`config.mk`:
```
export PLATFORM = sky130hd
export DESIGN_NAME = sfb_front_end
export DESIGN_NICKNAME = d
export VERILOG_FILES = /design/src/sfb_pkg.sv /design/src/sfb_front_end.sv
export VERILOG_INCLUDE_DIRS = /design/src
export SDC_FILE = /design/constraint.sdc
export NUM_CORES = 1
export LEC_CHECK = 0
export BUFFER_PORTS_ARGS = -buffer_cell sky130_fd_sc_hd__buf_2
export CORE_ASPECT_RATIO = 1.75
export CORE_MARGIN = 1.5
export CORE_UTILIZATION = 50
export DETAILED_ROUTE_END_ITERATION = 16
export GPL_TIMING_DRIVEN = 0
export PLACE_DENSITY = 0.74
export SYNTH_ARGS = -nofsm -noshare
export SYNTH_HDL_FRONTEND = slang
export SYNTH_SLANG_ARGS = --single-unit
```
`constraint.sdc`:
```
create_clock -name sys_clk -period 2.5 [get_ports sys_clk]
set_clock_uncertainty 0.05 [all_clocks]
set_input_delay 0 -clock sys_clk [delete_from_list [all_inputs] [get_ports sys_clk]]
set_output_delay 0 -clock sys_clk [all_outputs]
set_load 0.02 [all_outputs]
```
`src/sfb_params.svh`:
```
`ifndef SFB_PARAMS_SVH
`define SFB_PARAMS_SVH

// ==========================================================================
// Register map (byte addresses, one 32-bit word each)
// ==========================================================================
`define SFB_CTRL_OFS 12'h000
`define SFB_STAT_OFS 12'h004
`define SFB_EVT_OFS 12'h008

// Control register fields and reset value
`define SFB_CTRL_QLE_BIT 0
`define SFB_CTRL_SL0_BIT 1
`define SFB_CTRL_SL1_BIT 2
`define SFB_CTRL_RST 3'h0

// Status register fields
`define SFB_STAT_BUSY_BIT 0
`define SFB_STAT_WUL_BIT 1
`define SFB_STAT_FLM_BIT 2
`define SFB_STAT_PD_BIT 3
`define SFB_STAT_PUW_BIT 4
`define SFB_STAT_ARM_BIT 5
`define SFB_STAT_HOLD_BIT 6
`define SFB_STAT_OP_LSB 8

// Event register fields
`define SFB_EVT_REJ_BIT 0

// ==========================================================================
// Instruction codes
// ==========================================================================
`define SFB_OP_WREN 8'h06
`define SFB_OP_WRDI 8'h04
`define SFB_OP_RDSR 8'h05
`define SFB_OP_WRSR 8'h01
`define SFB_OP_READ 8'h03
`define SFB_OP_FREAD 8'h0B
`define SFB_OP_PP 8'h02
`define SFB_OP_QPP 8'h32
`define SFB_OP_SE 8'h20
`define SFB_OP_BE32 8'h52
`define SFB_OP_BE64 8'hD8
`define SFB_OP_CE 8'hC7
`define SFB_OP_DOUT 8'h3B
`define SFB_OP_DIO 8'hBB
`define SFB_OP_QOUT 8'h6B
`define SFB_OP_QIO 8'hEB
`define SFB_OP_QWRD 8'hE7
`define SFB_OP_QOCT 8'hE3
`define SFB_OP_FLM_ON 8'h38
`define SFB_OP_FLM_OFF 8'hFF
`define SFB_OP_SWRST 8'h99
`define SFB_OP_PDN 8'hB9
`define SFB_OP_RPD 8'hAB

// ==========================================================================
// Timing
// ==========================================================================
`define SFB_CLK_NS 5
`define SFB_PUW_NS 10000
`define SFB_PUW_CYC ((`SFB_PUW_NS + `SFB_CLK_NS - 1) / `SFB_CLK_NS)

`endif

```
`src/sfb_pkg.sv`:
```
// ==========================================================================
// Shared types
// ==========================================================================
package sfb_pkg;

    // Bus pins as seen by the device
    typedef struct packed {
        logic clk;
        logic csn;
        logic [3:0] lane;
    } sfb_pins_t;

    // Instruction frame progress
    typedef enum logic [1:0] {
        FR_IDLE,
        FR_CMD,
        FR_SEND,
        FR_SKIP
    } sfb_frame_t;

endpackage

```
`src/sfb_front_end.sv`:
```
// The register addresses and the APB register port were chosen for this implementation.
`timescale 1ns/1ps
`default_nettype none
`include "sfb_params.svh"

module sfb_front_end #(
    parameter int PUW_CYC = `SFB_PUW_CYC,
    parameter int AW = 12
) (
    input wire logic sys_clk, // System clock
    input wire logic resetn, // Power-on reset, active low
    input wire logic bus_clk, // Serial bus clock pin
    input wire logic bus_csn, // Select pin, active low
    input wire logic [3:0] lane_in, // Lane pin levels
    output logic [3:0] lane_out, // Lane drive values
    output logic [3:0] lane_oe, // Lane drive enables
    input wire logic [7:0] rd_byte, // Array read data
    input wire logic op_done, // Array operation finished
    output logic op_start, // Array operation start pulse
    output logic [7:0] op_code, // Opcode of started operation
    input wire logic psel, // APB select
    input wire logic penable, // APB enable
    input wire logic pwrite, // APB direction
    input wire logic [AW-1:0] paddr, // APB address
    input wire logic [31:0] pwdata, // APB write data
    output logic [31:0] prdata, // APB read data
    output logic pready, // APB ready
    output logic pslverr // APB error
);

    // ======================================================================
    // Pin synchronisers and edge detection
    // ======================================================================
    sfb_pkg::sfb_pins_t pins;
    sfb_pkg::sfb_pins_t pin_s1;
    sfb_pkg::sfb_pins_t pin_s2;
    sfb_pkg::sfb_pins_t pin_s3;

    assign pins = '{clk: bus_clk, csn: bus_csn, lane: lane_in};

    // Two-stage sync plus one history stage for edges
    always_ff @(posedge sys_clk or negedge resetn) begin
        if (!resetn) begin
            pin_s1 <= '{clk: 1'b0, csn: 1'b1, lane: 4'hF};
            pin_s2 <= '{clk: 1'b0, csn: 1'b1, lane: 4'hF};
            pin_s3 <= '{clk: 1'b0, csn: 1'b1, lane: 4'hF};
        end else begin
            pin_s1 <= pins;
            pin_s2 <= pin_s1;
            pin_s3 <= pin_s2;
        end
    end

    logic sclk_rise;
    logic sclk_fall;
    logic cs_fall;
    logic selected;

    // Both clock modes work since only edges inside a selection matter
    assign sclk_rise = pin_s2.clk & ~pin_s3.clk;
    assign sclk_fall = ~pin_s2.clk & pin_s3.clk;
    assign cs_fall = ~pin_s2.csn & pin_s3.csn;
    assign selected = ~pin_s2.csn;

    // ======================================================================
    // State declarations
    // ======================================================================
    logic [2:0] ctrl;
    logic quad_lane_enable;
    logic lock0;
    logic lock1;
    logic armed;
    logic [15:0] puw_cnt;
    logic puw_lock;
    logic held;
    logic four_lane;
    logic pdown;
    logic wul;
    logic busy;
    logic rej_evt;
    logic [7:0] last_op;
    sfb_pkg::sfb_frame_t frame;
    logic [3:0] bit_cnt;
    logic [7:0] cmd_sh;
    logic [2:0] width;
    logic [7:0] tx_sh;
    logic [3:0] tx_left;
    logic tx_started;
    logic tx_status;

    assign quad_lane_enable = ctrl[`SFB_CTRL_QLE_BIT];
    assign lock0 = ctrl[`SFB_CTRL_SL0_BIT];
    assign lock1 = ctrl[`SFB_CTRL_SL1_BIT];
    assign puw_lock = (puw_cnt != 16'h0000);

    // ======================================================================
    // Power-up arming and write delay
    // ======================================================================
    // Frames start only on a select fall, which also arms the device
    always_ff @(posedge sys_clk or negedge resetn) begin
        if (!resetn) begin
            armed <= 1'b0;
        end else if (cs_fall) begin
            armed <= 1'b1;
        end
    end

    // Count down the delay after reset release
    always_ff @(posedge sys_clk or negedge resetn) begin
        if (!resetn) begin
            puw_cnt <= 16'(PUW_CYC);
        end else if (puw_cnt != 16'h0000) begin
            puw_cnt <= puw_cnt - 16'h0001;
        end
    end

    // ======================================================================
    // Pause handling
    // ======================================================================
    logic hold_allow;
    logic hold_req;

    // Pause pin exists only without quad enable and outside four-lane work
    assign hold_allow = selected & ~quad_lane_enable & ~four_lane
                      & (width != 3'h4);
    assign hold_req = hold_allow & ~pin_s2.lane[3];

    // Change takes effect only while the bus clock is low; deselection clears it at once
    always_ff @(posedge sys_clk or negedge resetn) begin
        if (!resetn) begin
            held <= 1'b0;
        end else if (!selected) begin
            held <= 1'b0;
        end else if (held != hold_req && !pin_s2.clk) begin
            held <= hold_req;
        end
    end

    // ======================================================================
    // Opcode capture and decode
    // ======================================================================
    logic shift_en;
    logic [7:0] next_cmd_sh;
    logic [3:0] next_bit_cnt;
    logic cmd_done;
    logic [7:0] op;

    // Paused clock edges are ignored, shift state is kept
    assign shift_en = sclk_rise & ~held & (frame == sfb_pkg::FR_CMD);
    assign next_cmd_sh = four_lane ? {cmd_sh[3:0], pin_s2.lane}
                                   : {cmd_sh[6:0], pin_s2.lane[0]};
    assign next_bit_cnt = bit_cnt + (four_lane ? 4'h4 : 4'h1);
    assign cmd_done = shift_en & (next_bit_cnt == 4'h8);
    assign op = next_cmd_sh;

    logic is_write;
    logic is_dual;
    logic is_quad;
    logic is_read;
    logic ignore_all;
    logic sr_locked;
    logic wr_ok;
    logic accept_wr;
    logic accept_wren;
    logic reject;

    // Classify the opcode just completed
    always_comb begin
        is_write = 1'b0;
        is_dual = 1'b0;
        is_quad = 1'b0;
        is_read = 1'b0;
        case (op)
            `SFB_OP_PP, `SFB_OP_QPP, `SFB_OP_SE, `SFB_OP_BE32,
            `SFB_OP_BE64, `SFB_OP_CE, `SFB_OP_WRSR: is_write = 1'b1;
            `SFB_OP_DOUT, `SFB_OP_DIO: is_dual = 1'b1;
            `SFB_OP_QOUT, `SFB_OP_QIO, `SFB_OP_QWRD, `SFB_OP_QOCT: is_quad = 1'b1;
            `SFB_OP_READ, `SFB_OP_FREAD: is_read = 1'b1;
            default: is_read = 1'b0;
        endcase
    end

    // Power-down filters all but release
    assign ignore_all = pdown & (op != `SFB_OP_RPD);
    // Guard pin counts only while it is not serving as a lane
    assign sr_locked = lock1 | (lock0 & ~quad_lane_enable & ~pin_s2.lane[2]);
    assign wr_ok = wul & ~puw_lock & ~busy
                 & ((op != `SFB_OP_WRSR) | ~sr_locked);
    assign accept_wr = cmd_done & ~ignore_all & is_write & wr_ok;
    assign accept_wren = cmd_done & ~ignore_all & (op == `SFB_OP_WREN)
                       & ~puw_lock & ~busy;
    assign reject = cmd_done & ~ignore_all
                  & ((is_write & ~wr_ok)
                  | ((op == `SFB_OP_WREN) & ~accept_wren)
                  | (is_quad & ~quad_lane_enable)
                  | ((op == `SFB_OP_FLM_ON) & ~quad_lane_enable));

    // ======================================================================
    // Frame sequencing
    // ======================================================================
    // Select rise or deselection always ends the frame
    always_ff @(posedge sys_clk or negedge resetn) begin
        if (!resetn) begin
            frame <= sfb_pkg::FR_IDLE;
            bit_cnt <= 4'h0;
            cmd_sh <= 8'h00;
        end else if (!selected) begin
            frame <= sfb_pkg::FR_IDLE;
            bit_cnt <= 4'h0;
        end else begin
            case (frame)
                sfb_pkg::FR_IDLE: begin
                    if (cs_fall) begin
                        frame <= sfb_pkg::FR_CMD;
                        bit_cnt <= 4'h0;
                    end
                end
                sfb_pkg::FR_CMD: begin
                    if (shift_en) begin
                        cmd_sh <= next_cmd_sh;
                        bit_cnt <= next_bit_cnt;
                    end
                    if (cmd_done) begin
                        if (!ignore_all && ((op == `SFB_OP_RDSR) || is_read
                            || is_dual || (is_quad && quad_lane_enable))) begin
                            frame <= sfb_pkg::FR_SEND;
                        end else begin
                            frame <= sfb_pkg::FR_SKIP;
                        end
                    end
                end
                sfb_pkg::FR_SEND: frame <= sfb_pkg::FR_SEND;
                sfb_pkg::FR_SKIP: frame <= sfb_pkg::FR_SKIP;
                default: frame <= sfb_pkg::FR_IDLE;
            endcase
        end
    end

    // ======================================================================
    // Modes and power-down
    // ======================================================================
    // Four-lane command mode entry and exit
    always_ff @(posedge sys_clk or negedge resetn) begin
        if (!resetn) begin
            four_lane <= 1'b0;
        end else if (cmd_done && !ignore_all) begin
            if (op == `SFB_OP_FLM_ON && quad_lane_enable) begin
                four_lane <= 1'b1;
            end else if (op == `SFB_OP_FLM_OFF || op == `SFB_OP_SWRST) begin
                four_lane <= 1'b0;
            end
        end
    end

    // Power-down entry and release
    always_ff @(posedge sys_clk or negedge resetn) begin
        if (!resetn) begin
            pdown <= 1'b0;
        end else if (cmd_done) begin
            if (op == `SFB_OP_RPD) begin
                pdown <= 1'b0;
            end else if (op == `SFB_OP_PDN && !pdown) begin
                pdown <= 1'b1;
            end
        end
    end

    // Lane width of the data phase
    always_ff @(posedge sys_clk or negedge resetn) begin
        if (!resetn) begin
            width <= 3'h1;
        end else if (!selected) begin
            width <= 3'h1;
        end else if (cmd_done) begin
            if (four_lane || (is_quad && quad_lane_enable)) begin
                width <= 3'h4;
            end else if (is_dual) begin
                width <= 3'h2;
            end else begin
                width <= 3'h1;
            end
        end
    end

    // ======================================================================
    // Write unlock latch and operation hand-off
    // ======================================================================
    // Set only by an accepted write enable; busy blocks it, so no overlap
    always_ff @(posedge sys_clk or negedge resetn) begin
        if (!resetn) begin
            wul <= 1'b0;
        end else if (accept_wren) begin
            wul <= 1'b1;
        end else if (busy && op_done) begin
            wul <= 1'b0;
        end else if (cmd_done && !ignore_all
                     && (op == `SFB_OP_WRDI || op == `SFB_OP_SWRST)) begin
            wul <= 1'b0;
        end
    end

    // Array operation start and busy tracking
    always_ff @(posedge sys_clk or negedge resetn) begin
        if (!resetn) begin
            busy <= 1'b0;
            op_start <= 1'b0;
            op_code <= 8'h00;
        end else begin
            op_start <= accept_wr;
            if (accept_wr) begin
                busy <= 1'b1;
                op_code <= op;
            end else if (op_done) begin
                busy <= 1'b0;
            end
        end
    end

    // Last decoded opcode and refusal event, set wins over clear
    always_ff @(posedge sys_clk or negedge resetn) begin
        if (!resetn) begin
            last_op <= 8'h00;
            rej_evt <= 1'b0;
        end else begin
            if (cmd_done && !ignore_all) begin
                last_op <= op;
            end
            if (reject) begin
                rej_evt <= 1'b1;
            end else if (psel && penable && pwrite && paddr == `SFB_EVT_OFS
                         && pwdata[`SFB_EVT_REJ_BIT]) begin
                rej_evt <= 1'b0;
            end
        end
    end

    // ======================================================================
    // Output shifting
    // ======================================================================
    logic [7:0] stat_byte;
    logic [3:0] oe_mask;

    assign stat_byte = {6'h00, wul, busy};
    assign oe_mask = (width == 3'h4) ? 4'hF : (width == 3'h2) ? 4'h3 : 4'h2;

    // Drive on falling clock; paused edges do nothing
    always_ff @(posedge sys_clk or negedge resetn) begin
        if (!resetn) begin
            tx_sh <= 8'h00;
            tx_left <= 4'h0;
            tx_started <= 1'b0;
            tx_status <= 1'b0;
            lane_out <= 4'h0;
        end else if (!selected) begin
            tx_started <= 1'b0;
            tx_left <= 4'h0;
        end else if (cmd_done) begin
            tx_status <= (op == `SFB_OP_RDSR);
            tx_left <= 4'h0;
        end else if (frame == sfb_pkg::FR_SEND && sclk_fall && !held) begin
            tx_started <= 1'b1;
            if (width == 3'h4) begin
                lane_out <= (tx_left == 4'h0) ? (tx_status ? stat_byte[7:4] : rd_byte[7:4])
                                              : tx_sh[7:4];
            end else if (width == 3'h2) begin
                lane_out <= {2'b00, (tx_left == 4'h0)
                             ? (tx_status ? stat_byte[7:6] : rd_byte[7:6]) : tx_sh[7:6]};
            end else begin
                lane_out <= {2'b00, (tx_left == 4'h0)
                             ? (tx_status ? stat_byte[7] : rd_byte[7]) : tx_sh[7], 1'b0};
            end
            if (tx_left == 4'h0) begin
                tx_sh <= (tx_status ? stat_byte : rd_byte) << width;
                tx_left <= 4'h8 - {1'b0, width};
            end else begin
                tx_sh <= tx_sh << width;
                tx_left <= tx_left - {1'b0, width};
            end
        end
    end

    // Enables follow selection, send phase and pause
    always_ff @(posedge sys_clk or negedge resetn) begin
        if (!resetn) begin
            lane_oe <= 4'h0;
        end else if (selected && frame == sfb_pkg::FR_SEND && tx_started && !held) begin
            lane_oe <= oe_mask;
        end else begin
            lane_oe <= 4'h0;
        end
    end

    // ======================================================================
    // APB slave
    // ======================================================================
    logic acc_wr;
    logic setup;

    assign acc_wr = psel & penable & pwrite;
    assign setup = psel & ~penable;

    // Control register; quad enable cannot drop in four-lane mode
    always_ff @(posedge sys_clk or negedge resetn) begin
        if (!resetn) begin
            ctrl <= `SFB_CTRL_RST;
        end else if (acc_wr && paddr == `SFB_CTRL_OFS) begin
            ctrl[`SFB_CTRL_SL0_BIT] <= pwdata[`SFB_CTRL_SL0_BIT];
            ctrl[`SFB_CTRL_SL1_BIT] <= pwdata[`SFB_CTRL_SL1_BIT];
            ctrl[`SFB_CTRL_QLE_BIT] <= pwdata[`SFB_CTRL_QLE_BIT] | four_lane;
        end
    end

    // Read data and error captured in the setup phase
    always_ff @(posedge sys_clk or negedge resetn) begin
        if (!resetn) begin
            prdata <= 32'h0000_0000;
            pslverr <= 1'b0;
            pready <= 1'b0;
        end else begin
            pready <= 1'b1;
            if (setup) begin
                pslverr <= 1'b0;
                prdata <= 32'h0000_0000;
                case (paddr)
                    `SFB_CTRL_OFS: prdata <= {29'h0, ctrl};
                    `SFB_STAT_OFS: prdata <= {16'h0, last_op, 1'b0, held, armed,
                                              puw_lock, pdown, four_lane, wul, busy};
                    `SFB_EVT_OFS: prdata <= {31'h0, rej_evt};
                    default: pslverr <= 1'b1;
                endcase
            end
        end
    end

endmodule

`default_nettype wire

```
After elaboration in Yosys (flattened, before gate mapping)
Index checks and enable logic that the tools add are counted.
- $add $sub $neg: 4
- equal/unequal tests: 39
- shift operators: 2
- multiplexer cells: 54
- bitwise logic cells: 52
- reductions and logical operators: 55
- operator list (kind ; count):
    $eq A8 B8 Y1 const B ; 10
    $mux W4 ; 12
    $pmux W16 S3 ; 1
    $eq A8 B6 Y1 const B ; 4
    $and A1 B1 Y1 ; 30
    $mux W1 ; 25
    $eq A8 B3 Y1 const B ; 3
    $mux W8 ; 3
    $logic_and A1 B1 Y1 ; 18
    $eq A8 B2 Y1 const B ; 2
    $eq A8 B7 Y1 const B ; 2
    $not A1 Y1 ; 16
    $reduce_bool A16 Y1 ; 1
    $shl A8 B3 Y8 ; 2
    $sub A16 B1 Y16 const B ; 1
    $mux W2 ; 7
    $reduce_bool A2 Y1 ; 7
    $eq A12 B3 Y1 const B ; 1
    $eq A12 B4 Y1 const B ; 1
    $logic_not A12 Y1 ; 1
    $mux W3 ; 4
    $ne A3 B3 Y1 const B ; 4
    $reduce_and A2 Y1 ; 5
    $reduce_and A3 Y1 ; 3
    other kinds (26) ; 43
- register bits after elaboration: 129
- input bits: 64
- word-level logic and storage cells: 239

Logic depth before layout (Yosys ltp)
Gate-level depths: netlist of run 1.
- depth after elaboration: 16
- gate-level depth with buffers: 14
- mapped depth without buffers: 8

Worst setup path before layout of run 1
Ideal clock, no wire load.
- path type: reg-to-reg
- from: register four_lane
- to: register wul
- setup time: 110 ps
- arrival: 2552 ps
- required time: 2340 ps
- slack: -212 ps
- cell stages (with the launch flop): 13
- buffers on the path: 5
- clock period less this slack: 2712 ps
- cells stage by stage: dfrtp_1 -> buf_6 -> buf_2 -> buf_2 -> inv_1 -> ha_1 -> ha_1 -> nor2_1 -> nand4_1 -> clkbuf_1 -> a21o_1 -> buf_2 -> o41ai_1
- cells in the longest elaborated chain, start to end: 9
- RTL lines (element ; RTL line ; text):
    start, declared ; sfb_front_end.sv:76 ; logic four_lane;
    start signal, assigned ; sfb_front_end.sv:245 ; four_lane <= 1'b0;
    start signal, assigned ; sfb_front_end.sv:248 ; four_lane <= 1'b1;
    start signal, assigned ; sfb_front_end.sv:250 ; four_lane <= 1'b0;
    $mux W3 / $mux W8 (equally long branches) ; sfb_front_end.sv:152, sfb_front_end.sv:150 ;
    $add A4 B3 Y4 / $ne A8 B8 Y1 (equally long branches) ; - ;
    $eq A4 B4 Y1 / $and A1 B1 Y1 (equally long branches) ; sfb_front_end.sv:153, sfb_front_end.sv:184 ;
    $and A1 B1 Y1 / $not A1 Y1 (equally long branches) ; sfb_front_end.sv:153, sfb_front_end.sv:190 ;
    $and A1 B1 Y1 (4 in a row) ; sfb_front_end.sv:190 ; assign accept_wren = cmd_done & ~ignore_all & (op == `SFB_OP_WREN)
    $reduce_bool A3 Y1 (no line) / $mux W1 (equally long branches) ; - ;
    end signal, assigned ; sfb_front_end.sv:291 ; wul <= 1'b0;
    end signal, assigned ; sfb_front_end.sv:293 ; wul <= 1'b1;
    end signal, assigned ; sfb_front_end.sv:295 ; wul <= 1'b0;
    end, declared ; sfb_front_end.sv:78 ; logic wul;
Parallel ways exist; a longest one is shown, timed or not.
A chain may end at the register's enable or synchronous reset.

Worst setup path after layout of run 1
- from: register four_lane
- to: register op_code[0]
- cells in the longest elaborated chain, start to end: 7
- RTL lines (element ; RTL line ; text):
    $mux W3 / $mux W8 (equally long branches) ; sfb_front_end.sv:152, sfb_front_end.sv:150 ;
    $add A4 B3 Y4 / $ne A8 B8 Y1 (equally long branches) ; - ;
    $eq A4 B4 Y1 / $and A1 B1 Y1 (equally long branches) ; sfb_front_end.sv:153, sfb_front_end.sv:184 ;
    $and A1 B1 Y1 / $not A1 Y1 (equally long branches) ; sfb_front_end.sv:153, sfb_front_end.sv:189 ;
    $and A1 B1 Y1 (2 in a row) ; sfb_front_end.sv:189 ; assign accept_wr = cmd_done & ~ignore_all & is_write & wr_ok;
    $and A1 B1 Y1 (*) ; sfb_front_end.sv:189 ;
    end signal, assigned ; sfb_front_end.sv:312 ; op_code <= op;
    end, declared ; sfb_front_end.sv:20 ; output logic [7:0] op_code,
Every way passes the cells marked *; elsewhere a longest branch is shown, timed or not.

==> impl_results.md, run 1 <==
- Worst setup margin: -0.0316 ns
- Chip height: 143 um
- Die width: 83.1 um
- CTS Sinks: 111
- # diodes: 0
- Syn Area/Cell: 10.8 um^2
- Sw Pwr: 1.09 mW
- Inserted Clock Buffers: 9
- DR WL met2: 7460 um
- Seq pwr share: 49.1%
- Via Count: 4484
- Final std cells w/o fill: 784
- Hold path depth: 3
- Final RePlAce weighted congestion: 0.891
- Wire per inst: 17.4 um
- Power Density: 561 mW/mm^2
- Post-synth top area cell: dfrtp_1
- Post-synthesis cell area: 0.00562 mm^2
- Critical-path top delay cell: dfrtp_1
- Max Used Layer: met4
- Largest net degree at the start of global routing: 63
- Worst Path Arrival: 2.72 ns
- Area grow syn2layout: 24.3%
- Max-cap violations: 0
- Die area: 0.0119 mm^2
- Post-DR vias/cell: 5.72
- Outcome: complete, but fails checks
- Final worst-path cycle share: 101%
- Commonest cells post-synth: 93 x dfrtp_1, 47 x nand2_1, 38 x nor2_1, 26 x o21ai_0, 23 x a21oi_1
- Met1 WL: 5070 um
- Relative slew slack: 51.5%
- Crit path max fanout: 8
- Clock Path Buffers: 2
- Distinct cells, synth: 69
- Detail Route Antenna Nets: 0
- Internal power: 2.83 mW
- Hold WS: 0.0450 ns
- CTS tree: done
- Syn Inst Count: 521
- Post-synth EDFFs: 0
- Max frequency: 0.395 GHz
- CP max stage delay: 0.39 ns
- Failing checks: setup timing
- DP Cell Count: 737
- Total gr overflow: 0
- CP Capture Type: register
- Post-layout net count: 719
- Share of cells above drive strength 1: 31.3%
- Final setup vio count: 8
- Initial core utilization: 50.9%
- First-pass GRT wire length: 22800 um
- Metal3 WL: 515 um
- Tot Pwr: 3.92 mW
- Leakage: 3.38 nW
- Initial DRC Count: 217
- Clk Latency, worst-skew pair: 0.35 ns
- Overall routed net length: 13700 um
- Setup CP Type: reg2reg
- Layout Utilization: 63.3%
- Sequential share of the synthesized area: 49.8%
- Top cells by area, synth: dfrtp_1 41%, dfstp_2 8.4%, mux2i_1 3.6%, nand2_1 3.1%, mux2_2 3.0%
- Top_reg_cell synth: dfrtp_1
- Yosys reg bits: 111
- Combinational cell fraction of total power: 15.9%
- Path depth of the worst reg2reg path: 12
- Core area: 0.0110 mm^2
- Clock Power Share: 35.0%
- Initial antenna violation count: 0
- Yosys warns: 0
- Critical Path RT: 2.68 ns
- Final min period: 2.53 ns
- I/O Buffers: 67
- Reg clk slew, reported paths: 0.07 ns
- Crit start category: register
- Row count: 51
- # H-tree levels: 3
- Worst vdd ir: 0.377 mV
- Final hold violations: 0
- Number of global-route vias before repair: 4719
- Post-synth ARST share: 100%
- HP Class: in2reg
- Worst slew pin tran: 0.722 ns
- Initial DRT Pass Iterations: 6
- GRT Total Usage: 24.2%
- Root Driver: clkbuf_16
- Ports: 115
- Sw Ratio: 27.9%
- Critical-path cell list: buf_6, buf_8, buf_8, inv_6, ha_4, ha_4, nor2_4, nand4_1, a21oi_4, o211a_1, buf_6, mux2_4
- # DRC: 0
- Most frequent cell after synthesis: dfrtp_1
- Slew Limit Fails: 0
- Post-synth top area share: 41.4%
- Detailed placer's ending HPWL: 9850 um
- RSZ-0062 raised after global routing: true
-- worst paths after layout --
check / start / to / slack, ns
setup / recovery: four_lane / op_code[0] / -0.03
hold / removal: paddr[2] / prdata[2] / 0.05
setup reg to reg: four_lane / op_code[0] / -0.03
hold reg to reg: pin_s1[5] / pin_s2[5] / 0.30
max in group asynchronous: resetn / width[0] / 1.48
min in group asynchronous: resetn / pin_s2[5] / 0.17
-- area by class of cell --
type / instances / area (um^2)
multi-input combinational: 365 / 2720
sequential: 111 / 2800
fill: 901 / 4050
tap: 132 / 165
clock buffer: 11 / 253
timing repair buffer: 100 / 648
inverter: 18 / 72.6
clock inverter: 5 / 31.3
buffer: 42 / 297
-- cells in the final DEF (no fill, tap or decap), types with 9 or more instances in the layout --
cell	synthesis	routed
a21oi_1	23	21
a22o_1	15	15
buf_2	6	68
buf_4	18	34
clkbuf_1	15	12
clkbuf_16	0	9
conb_1	2	18
dfrtp_1	93	93
dfstp_2	18	18
dlygate4sd3_1	0	17
inv_1	16	15
mux2_2	15	15
mux2i_1	20	18
nand2_1	47	47
nor2_1	38	37
nor3_1	12	11
nor4_1	13	10
o21ai_0	26	26
-- power by group through the flow --
stage | clock network, mW | logic, mW | registers [mW]
after global routing | 1.47 | 0.679 | 1.93
after detailed placement | 0 | 0.532 | 1.94
after global placement | 0 | 0.525 | 1.94
after CTS | 1.40 | 0.610 | 1.92
after floorplan | 0 | 0.348 | 1.93
final | 1.37 | 0.623 | 1.92
-- sequential cells by signal, summed over array words and instances, names as in the netlist, 2 cells and up --
| register | flops |
|---|---|
| pin_s2 | 6 |
| width | 3 |
| ctrl | 3 |
| pin_s1 | 6 |
| lane_out | 4 |
| lane_oe | 3 |
| pin_s3 | 2 |
| tx_sh | 8 |
| tx_left | 4 |
| frame | 2 |
| puw_cnt | 16 |
| op_code | 8 |
| last_op | 8 |
| bit_cnt | 4 |
| prdata | 15 |
| cmd_sh | 7 |
-- metal layers --
layer	track usage [%]	vias up
met1	25.4	2200
li1	-	2087
met3	4.34	55
met5	0	-
met4	14.7	0
met2	44.6	142
-- critical path: cells and delay by family (launching register included) --
kind	cells	cell delay, ns
multiplexers	1	0.31
adder cells (fa/ha/maj)	2	0.36
flip-flops	1	0.39
AO/OA/AOI/OAI	2	0.39
buffers and inverters	5	0.59
AND/OR/NAND/NOR	2	0.30
-- metrics by stage --
stage                     instance area [um^2]  worst slack [ns]  setup TNS [ns]
after global placement                    6200            -0.357           -6.36
after CTS                                 6960          -0.00542         -0.0194
after floorplan                           5700            0.0135               0
final                                     6990           -0.0316          -0.217
after global routing                      6990            -0.139           -1.17
after detailed placement                  6230            -0.455           -8.08
-- repair_timing --
action | CTS | global route
buffers inserted | 15 | 0
pin swaps | 9 | 6
hold buffers | 17 | 0
setup endpoints to repair | 29 | 29
gates resized for setup | 32 | 8
endpoints found under the hold margin | 47 | 0
-- kinds of logic after synthesis --
logic type	Yosys count	synth area share [%]
compound gates	113	13.9
xor+xnor	16	2.49
fa+ha+maj	8	1.91
buf+inv	61	5.88
flops	111	49.8
mux	47	10.3
other cells	2	0.134
simple gates	163	15.5
(Power assumes the default switching activity.)
==> run 2: changes to the inputs <==
--- a/config.mk
+++ b/config.mk
@@ -7,7 +7,6 @@
 export NUM_CORES = 1
 export LEC_CHECK = 0
 export BUFFER_PORTS_ARGS = -buffer_cell sky130_fd_sc_hd__buf_2
-export CORE_ASPECT_RATIO = 1.75
 export CORE_MARGIN = 1.5
 export CORE_UTILIZATION = 50
 export DETAILED_ROUTE_END_ITERATION = 16
==> run 2 against run 1 <==
The run still ends with setup timing left. Sequential cell count did not move. First-iteration DRC count rose by 45%. Fmax fell by 0.43%. Wire length fell by 5.2%. Sequential share of layout area rose by 0.34 points. Hold slack got worse by 0.018 ns. Critical path type unchanged. Highest routed layer unchanged.
==> impl_results.md, run 2 (synthesized netlist as in run 1, its figures left out) <==
- Total gr overflow: 0 (unchanged)
- Initial core utilization: 51.6% (was 50.9%)
- Area grow syn2layout: 23.2% (was 24.3%)
- Path depth of the worst reg2reg path: 9 (was 12)
- Wire per inst: 16.2 um (was 17.4 um)
- Hold Path End: prdata[1] (was prdata[2])
- Initial DRC Count: 314 (was 217)
- HP Class: in2reg (unchanged)
- Initial antenna violation count: 0 (unchanged)
- Most frequent cells in the layout: 93 x dfrtp_1, 69 x buf_2, 46 x nand2_1 (was 93 x dfrtp_1, 68 x buf_2, 47 x nand2_1)
- I/O Buffers: 67 (unchanged)
- Crit path max fanout: 10 (was 8)
- Die area: 0.0119 mm^2 (about the same)
- Die width: 109 um (was 83.1 um)
- Critical-path top delay cell: dfrtp_1 (unchanged)
- Detail Route Antenna Nets: 0 (unchanged)
- Clk Latency, worst-skew pair: 0.39 ns (was 0.35 ns)
- Failing checks: setup timing (unchanged)
- Reg clk slew, reported paths: 0.10 ns (was 0.07 ns)
- CP bufs+invs: 3 (was 5)
- Hold path depth: 3 (unchanged)
- Row count: 38 (was 51)
- Final hold violations: 0 (unchanged)
- Fillers: 903 (was 901)
- CP Capture Type: register (unchanged)
- Largest registers: puw_cnt: 16 flops, prdata: 15 flops (unchanged)
- R2r endpoint: op_code[1] (was op_code[0])
- Final min period: 2.54 ns (was 2.53 ns)
- Final setup vio count: 8 (unchanged)
- Kind of cell adding the most delay to the critical path: multiplexers (was buffers and inverters)
- Most common cell after layout, fill and taps aside: dfrtp_1 (unchanged)
- Slew Limit Fails: 0 (unchanged)
- Root Driver: clkbuf_8 (was clkbuf_16)
- Hold WS: 0.0271 ns (was 0.0450 ns)
- Chip height: 109 um (was 143 um)
- First-pass GRT wire length: 21200 um (was 22800 um)
- CTS tree: done (unchanged)
- Crit path top cell by count: buf_6
- RSZ-0062 raised after global routing: true (unchanged)
- Post-layout net count: 727 (was 719)
- Hold path start: paddr[2] (unchanged)
- Clock Path Buffers: 2 (unchanged)
- Worst vdd ir: 0.441 mV (was 0.377 mV)
- Final worst-path cycle share: 102% (was 101%)
- Initial DRT Pass Iterations: 4 (was 6)
- Max reg flops: 16 (unchanged)
- Worst Path Arrival: 2.77 ns (was 2.72 ns)
- CTS Sinks: 111 (unchanged)
- Via Count: 4404 (was 4484)
- Detailed placer's ending HPWL: 9140 um (was 9850 um)
- Worst slew pin tran: 0.697 ns (was 0.722 ns)
- Core area: 0.0109 mm^2 (was 0.0110 mm^2)
- Critical-path cell list: buf_6, buf_12, mux2i_4, nand2_1, or2_2, a221oi_4, o211a_1, buf_6, mux2_4 (was buf_6, buf_8, buf_8, inv_6, ha_4, ha_4, nor2_4, nand4_1, a21oi_4, o211a_1, buf_6, mux2_4)
- Power Density: 513 mW/mm^2 (was 561 mW/mm^2)
- Ports: 115 (unchanged)
- Relative slew slack: 53.2% (was 51.5%)
- GRT Total Usage: 23.4% (was 24.2%)
- Register area: 0.00280 mm^2 (unchanged)
- Final RePlAce weighted congestion: 0.907 (was 0.891)
- Share of cells above drive strength 1: 31.8% (was 31.3%)
- Worst setup margin: -0.0425 ns (was -0.0316 ns)
- Inserted Clock Buffers: 9 (unchanged)
- Max frequency: 0.393 GHz (was 0.395 GHz)
- CP max stage delay: 0.37 ns (was 0.39 ns)
- FF-to-FF Start: four_lane (unchanged)
- Crit start category: register (unchanged)
- Post-DR vias/cell: 5.51 (was 5.72)
- Multi-input logic area: 0.00270 mm^2 (was 0.00272 mm^2)
- Largest net degree at the start of global routing: 64 (was 63)
- Reg2Reg Setup Slack: -0.04 ns (was -0.03 ns)
- Setup tns final: -0.298 ns (was -0.217 ns)
- Outcome: complete, but fails checks (unchanged)
- # H-tree levels: 3 (unchanged)
- # diodes: 0 (unchanged)
- Setup CP Type: reg2reg (unchanged)
- Number of global-route vias before repair: 4189 (was 4719)
- Largest reg by FF count: puw_cnt (unchanged)
- # DRC: 0 (unchanged)
- Overall routed net length: 13000 um (was 13700 um)
- Critical Path RT: 2.73 ns (was 2.68 ns)
- Max-cap violations: 0 (unchanged)
- Leakage: 3.36 nW (was 3.38 nW)
-- run 2: changes by cell type in the layout (fill, tap and decap cells not counted), sizes merged --
cell / previous run / this run
clkbuf: 26 / 25
clkinv: 5 / 6
dlygate4sd3: 17 / 16
buf: 110 / 119
-- run 2: worst max-delay path by stage --
stage / start / to / slack, ns / cells after the start
after CTS: four_lane / op_code[1] / -0.04 / 13
after detailed placement: four_lane / last_op[4] / -0.39 / 14
after floorplan: four_lane / op_code[0] / 0.01 / 12
final: four_lane / op_code[1] / -0.04 / 9
after global routing: four_lane / op_code[1] / -0.16 / 9
after global placement: four_lane / last_op[2] / -0.34 / 14
-- run 2: final cells by class --
type,instances,share of cell area [%]
inverters,18,1.05
clock buffers,10,1.99
well taps,140,2.53
multi-input cells,365,39.0
repair buffers,107,10.1
plain buffers,43,4.26
flip-flops and latches,111,40.4
clock inverters,6,0.632
-- run 2: what timing repair did --
item                                    4_1_cts  5_1_grt
hold buffers                                 17        0
resized for setup                            18       18
pin swaps                                     7        8
hold endpoints to repair                     64        0
buffers inserted                             17        6
endpoints found under the setup margin       23       22
-- run 2: worst reg2reg max path, stage by stage, from the launching register on --
cell	delay, ns
dfrtp_1	0.37
buf_6	0.14
buf_12	0.15
mux2i_4	0.28
nand2_1	0.16
or2_2	0.36
a221oi_4	0.28
o211a_1	0.18
buf_6	0.16
mux2_4	0.32
-- run 2: power breakdown --
group	switching (mW)	leakage, nW	total, mW	internal, mW
Sequential	0.0657	1.39	1.92	1.85
Combinational	0.376	1.88	0.626	0.250
Clock	0.617	0.0926	1.01	0.393
Total	1.06	3.36	3.55	2.50
-- run 2: per-stage QoR --
stage | std cells | area, um^2 | util (%) | setup WS [ns] | total power [mW]
after floorplan | 537 | 5700 | - | 0.0135 | 2.28
after global placement | 744 | 6210 | 57.0 | -0.336 | 2.46
after detailed placement | 745 | 6240 | 57.3 | -0.394 | 2.47
after CTS | 795 | 6810 | 62.6 | -0.0400 | 3.53
after global routing | 800 | 6930 | 63.6 | -0.161 | 3.73
final | 800 | 6930 | 63.6 | -0.0425 | 3.55
-- run 2: layer usage --
layer | GRT usage, % | share of wire [%] | wire length [um] | up-vias
met5 | 0 | 0 | 0 | -
met4 | 6.77 | 1.1 | 138 | 0
met3 | 5.68 | 4.5 | 589 | 8
met2 | 37.0 | 48 | 6260 | 115
met1 | 32.0 | 46 | 5990 | 2160
li1 | - | - | - | 2121
==> run 3: changes to the inputs <==
--- a/config.mk
+++ b/config.mk
@@ -6,12 +6,13 @@
 export SDC_FILE = /design/constraint.sdc
 export NUM_CORES = 1
 export LEC_CHECK = 0
+export ABC_AREA = 1
 export BUFFER_PORTS_ARGS = -buffer_cell sky130_fd_sc_hd__buf_2
 export CORE_MARGIN = 1.5
 export CORE_UTILIZATION = 50
 export DETAILED_ROUTE_END_ITERATION = 16
 export GPL_TIMING_DRIVEN = 0
-export PLACE_DENSITY = 0.74
+export PLACE_DENSITY = 0.73
 export SYNTH_ARGS = -nofsm -noshare
 export SYNTH_HDL_FRONTEND = slang
 export SYNTH_SLANG_ARGS = --single-unit
==> run 3 against run 2 <==
The run now ends clean. Synthesized cell count grew 43%. Critical endpoint is now wul. Clock-buffer cell count stayed put. Largest cell class unchanged. Worst setup slack improved by 0.17 ns. Power grew 25%. Wire length up 6.7%. Register-to-register slack better by 0.17 ns. Utilization shrank 3.2 points. Global-route usage up 0.39 points.
==> impl_results.md, run 3 <==
- Top cells by area, synth: dfrtp_1 40%, nand2_1 14%, dfstp_2 8.1%, inv_1 5.5%, o21ai_0 4.7% (was dfrtp_1 41%, dfstp_2 8.4%, mux2i_1 3.6%, nand2_1 3.1%, mux2_2 3.0%)
- Clock Path Buffers: 2 (unchanged)
- Syn Inst Count: 747 (was 521)
- Initial DRT Pass Iterations: 4 (unchanged)
- RSZ-0062 raised after global routing: false (was true)
- M1 GR Usage: 32.7% (was 32.0%)
- Critical-path cell list: buf_6, inv_4, ha_1, ha_1, xor2_1, nor3_1, nand3b_1, buf_4, nor2_8, o21ai_0, nand2_1, o21ai_1 (was buf_6, buf_12, mux2i_4, nand2_1, or2_2, a221oi_4, o211a_1, buf_6, mux2_4)
- Syn Area/Cell: 7.84 um^2 (was 10.8 um^2)
- Slew Limit Fails: 0 (unchanged)
- Via Count: 5153 (was 4404)
- Row count: 39 (was 38)
- Worst slew pin tran: 0.603 ns (was 0.697 ns)
- Post-synth top area share: 39.8% (was 41.4%)
- Most frequent cells in the layout: 214 x nand2_1, 93 x dfrtp_1, 86 x inv_1 (was 93 x dfrtp_1, 69 x buf_2, 46 x nand2_1)
- Total gr overflow: 0 (unchanged)
- Worst vdd ir: 0.443 mV (was 0.441 mV)
- Max-cap violations: 0 (unchanged)
- Core area: 0.0114 mm^2 (was 0.0109 mm^2)
- Overall routed net length: 13800 um (was 13000 um)
- Power Density: 644 mW/mm^2 (was 513 mW/mm^2)
- Final worst-path cycle share: 94.9% (was 102%)
- CP max stage delay: 0.37 ns (about the same)
- Root Driver: clkbuf_16 (was clkbuf_8)
- Initial antenna violation count: 0 (unchanged)
- Area grow syn2layout: 18.0% (was 23.2%)
- Number of global-route vias before repair: 4918 (was 4189)
- # H-tree levels: 3 (unchanged)
- Largest net degree at the start of global routing: 66 (was 64)
- I/O Buffers: 68 (was 67)
- Yosys reg bits: 111 (unchanged)
- Top_reg_cell synth: dfrtp_1 (unchanged)
- # DRC: 0 (unchanged)
- Final min period: 2.37 ns (was 2.54 ns)
- Share of cells above drive strength 1: 18.2% (was 31.8%)
- Detail Route Antenna Nets: 0 (unchanged)
- Reg2Reg Setup Slack: 0.13 ns (was -0.04 ns)
- Final setup vio count: 0 (was 8)
- Chip height: 111 um (was 109 um)
- Post-synth EDFFs: 0 (unchanged)
- Most frequent cell after synthesis: nand2_1 (was dfrtp_1)
- Largest registers: puw_cnt: 16 flops, prdata: 15 flops (unchanged)
- GRT Total Usage: 23.8% (was 23.4%)
- Initial DRC Count: 435 (was 314)
- Inserted Clock Buffers: 9 (unchanged)
- First-pass GRT wire length: 23600 um (was 21200 um)
- Post-synthesis cell area: 0.00585 mm^2 (was 0.00562 mm^2)
- Reg clk slew, reported paths: 0.07 ns (was 0.10 ns)
- Sw Ratio: 32.3% (was 29.8%)
- Initial core utilization: 51.3% (was 51.6%)
- Die width: 111 um (was 109 um)
- Post-layout net count: 930 (was 727)
- Design area: 0.00690 mm^2 (was 0.00693 mm^2)
- Final RePlAce weighted congestion: 0.978 (was 0.907)
- Largest reg by FF count: puw_cnt (unchanged)
- Setup tns final: 0 ns (was -0.298 ns)
- CTS tree: done (unchanged)
- Crit path top cell by count: ha_1 (was buf_6)
- Outcome: complete, no violations (was complete, but fails checks)
- Layout Utilization: 60.5% (was 63.6%)
- GRT Max-Usage Layer: met2 (unchanged)
- Combinational cell fraction of total power: 22.2% (was 17.6%)
- Max frequency: 0.421 GHz (was 0.393 GHz)
- CTS Sinks: 111 (unchanged)
- Crit start category: register (unchanged)
- Met2 usage: 37.3% (was 37.0%)
- Clk Latency, worst-skew pair: 0.36 ns (was 0.39 ns)
- Crit path max fanout: 10 (unchanged)
- Leakage: 3.57 nW (was 3.36 nW)
- Most common cell after layout, fill and taps aside: nand2_1 (was dfrtp_1)
- Worst Path Arrival: 2.55 ns (was 2.77 ns)
- Max reg flops: 16 (unchanged)
- Final hold violations: 0 (unchanged)
- CP Capture Type: register (unchanged)
- Critical-path top delay cell: dfrtp_1 (unchanged)
- Detailed placer's ending HPWL: 10600 um (was 9140 um)
- Clock Power Share: 31.7% (was 28.4%)
- Die area: 0.0124 mm^2 (was 0.0119 mm^2)
- Setup CP Type: reg2reg (unchanged)
- Critical Path RT: 2.68 ns (was 2.73 ns)
- Post-DR vias/cell: 5.12 (was 5.51)
- Relative slew slack: 59.8% (was 53.2%)
- # diodes: 0 (unchanged)
- Yosys warns: 0 (unchanged)
- Wire per inst: 13.8 um (was 16.2 um)
- Routing usage on met3: 4.54% (was 5.68%)
- Internal power: 3.01 mW (was 2.50 mW)
- Distinct cells, synth: 44 (was 69)
- Ports: 115 (unchanged)
- Sequential share of the synthesized area: 47.8% (was 49.8%)
- Commonest cells post-synth: 215 x nand2_1, 93 x dfrtp_1, 86 x inv_1, 62 x nor2_1, 55 x o21ai_0 (was 93 x dfrtp_1, 47 x nand2_1, 38 x nor2_1, 26 x o21ai_0, 23 x a21oi_1)
- HP Class: in2reg (unchanged)
- Sw Pwr: 1.44 mW (was 1.06 mW)
- Area after DPL: 0.00646 mm^2 (was 0.00624 mm^2)
- Seq pwr share: 46.2% (was 54.0%)
- Post-synth top area cell: dfrtp_1 (unchanged)
- Post-synth ARST share: 100% (unchanged)
-- run 3: changes by cell type in the layout (fill, tap and decap cells not counted), sizes merged, moves of 23 or more --
| cell | before | now |
|---|---|---|
| o21ai | 28 | 75 |
| mux2 | 23 | 0 |
| buf | 119 | 94 |
| inv | 17 | 92 |
| nand2 | 47 | 221 |
| nand3 | 8 | 53 |
| nor2 | 38 | 68 |
-- run 3: worst paths after layout --
path | startpoint | endpoint | cells after the start
worst min register to register | pin_s1[5] | pin_s2[5] | 0
worst max-delay path | four_lane | wul | 12
min in group asynchronous | resetn | op_code[4] | 2
worst min-delay path | paddr[8] | prdata[3] | 6
worst max register to register | four_lane | wul | 12
max in group asynchronous | resetn | width[0] | 3
-- run 3: repair_timing --
action | in CTS | in global routing
setup endpoints to repair | 6 | 1
setup buffers | 1 | 0
endpoints found under the hold margin | 59 | 0
resized for setup | 0 | 1
hold buffers | 14 | 0
-- run 3: metrics by stage --
stage	setup slack, ns	hold slack, ns	power [mW]	instances
2_1_floorplan	0.321	-0.346	2.75	763
3_3_place_gp	0.0275	0.0548	3.02	974
3_5_place_dp	-0.0316	-0.00215	3.04	975
4_1_cts	0.117	0.0152	4.47	1006
5_1_grt	0.00426	0.0751	4.70	1006
6_report	0.126	0.0313	4.44	1006
-- run 3: power by group through the flow --
stage               registers (mW)  clock network [mW]  logic (mW)
floorplan                     2.10                   0       0.648
global placement              2.08                   0       0.946
detailed placement            2.08                   0       0.958
CTS                           2.05                1.44       0.979
global route                  2.07                1.52        1.11
finish                        2.05                1.41       0.985
-- run 3: logic make-up (layout without fill, tap and decap cells) --
kind of cell	Yosys count	count (layout)	synth area share (%)
and+or+nand+nor	381	381	28.0
DFF	111	111	47.8
xor gates and xnor gates	10	10	1.50
other	2	18	0.128
adders and majority gates	8	8	1.84
buffers and inverters	125	225	9.92
AOI/OAI and AO/OA	110	110	10.8
-- run 3: cell type report --
cell class,count,area (um^2)
Clock buffer,10,239
Clock inverter,6,52.6
Buffer,35,240
Multi-Input combinational cell,527,2530
Fill cell,1046,4510
Tap cell,143,179
Sequential cell,111,2800
Timing Repair Buffer,84,518
Inverter,90,340
-- run 3: critical path, delay by kind of cell (launching register included) --
family | cells | cell delay [ns]
flip-flops | 1 | 0.37
XOR/XNOR | 1 | 0.18
AO/OA/AOI/OAI | 2 | 0.21
adder cells (fa/ha/maj) | 2 | 0.43
AND/OR/NAND/NOR | 4 | 0.58
buffers and inverters | 3 | 0.41
-- run 3: layer usage --
layer / up-vias / wire [um]
met2: 145 / 6300
met5: - / 0
met3: 18 / 687
met1: 2394 / 6550
li1: 2596 / -
met4: 0 / 295
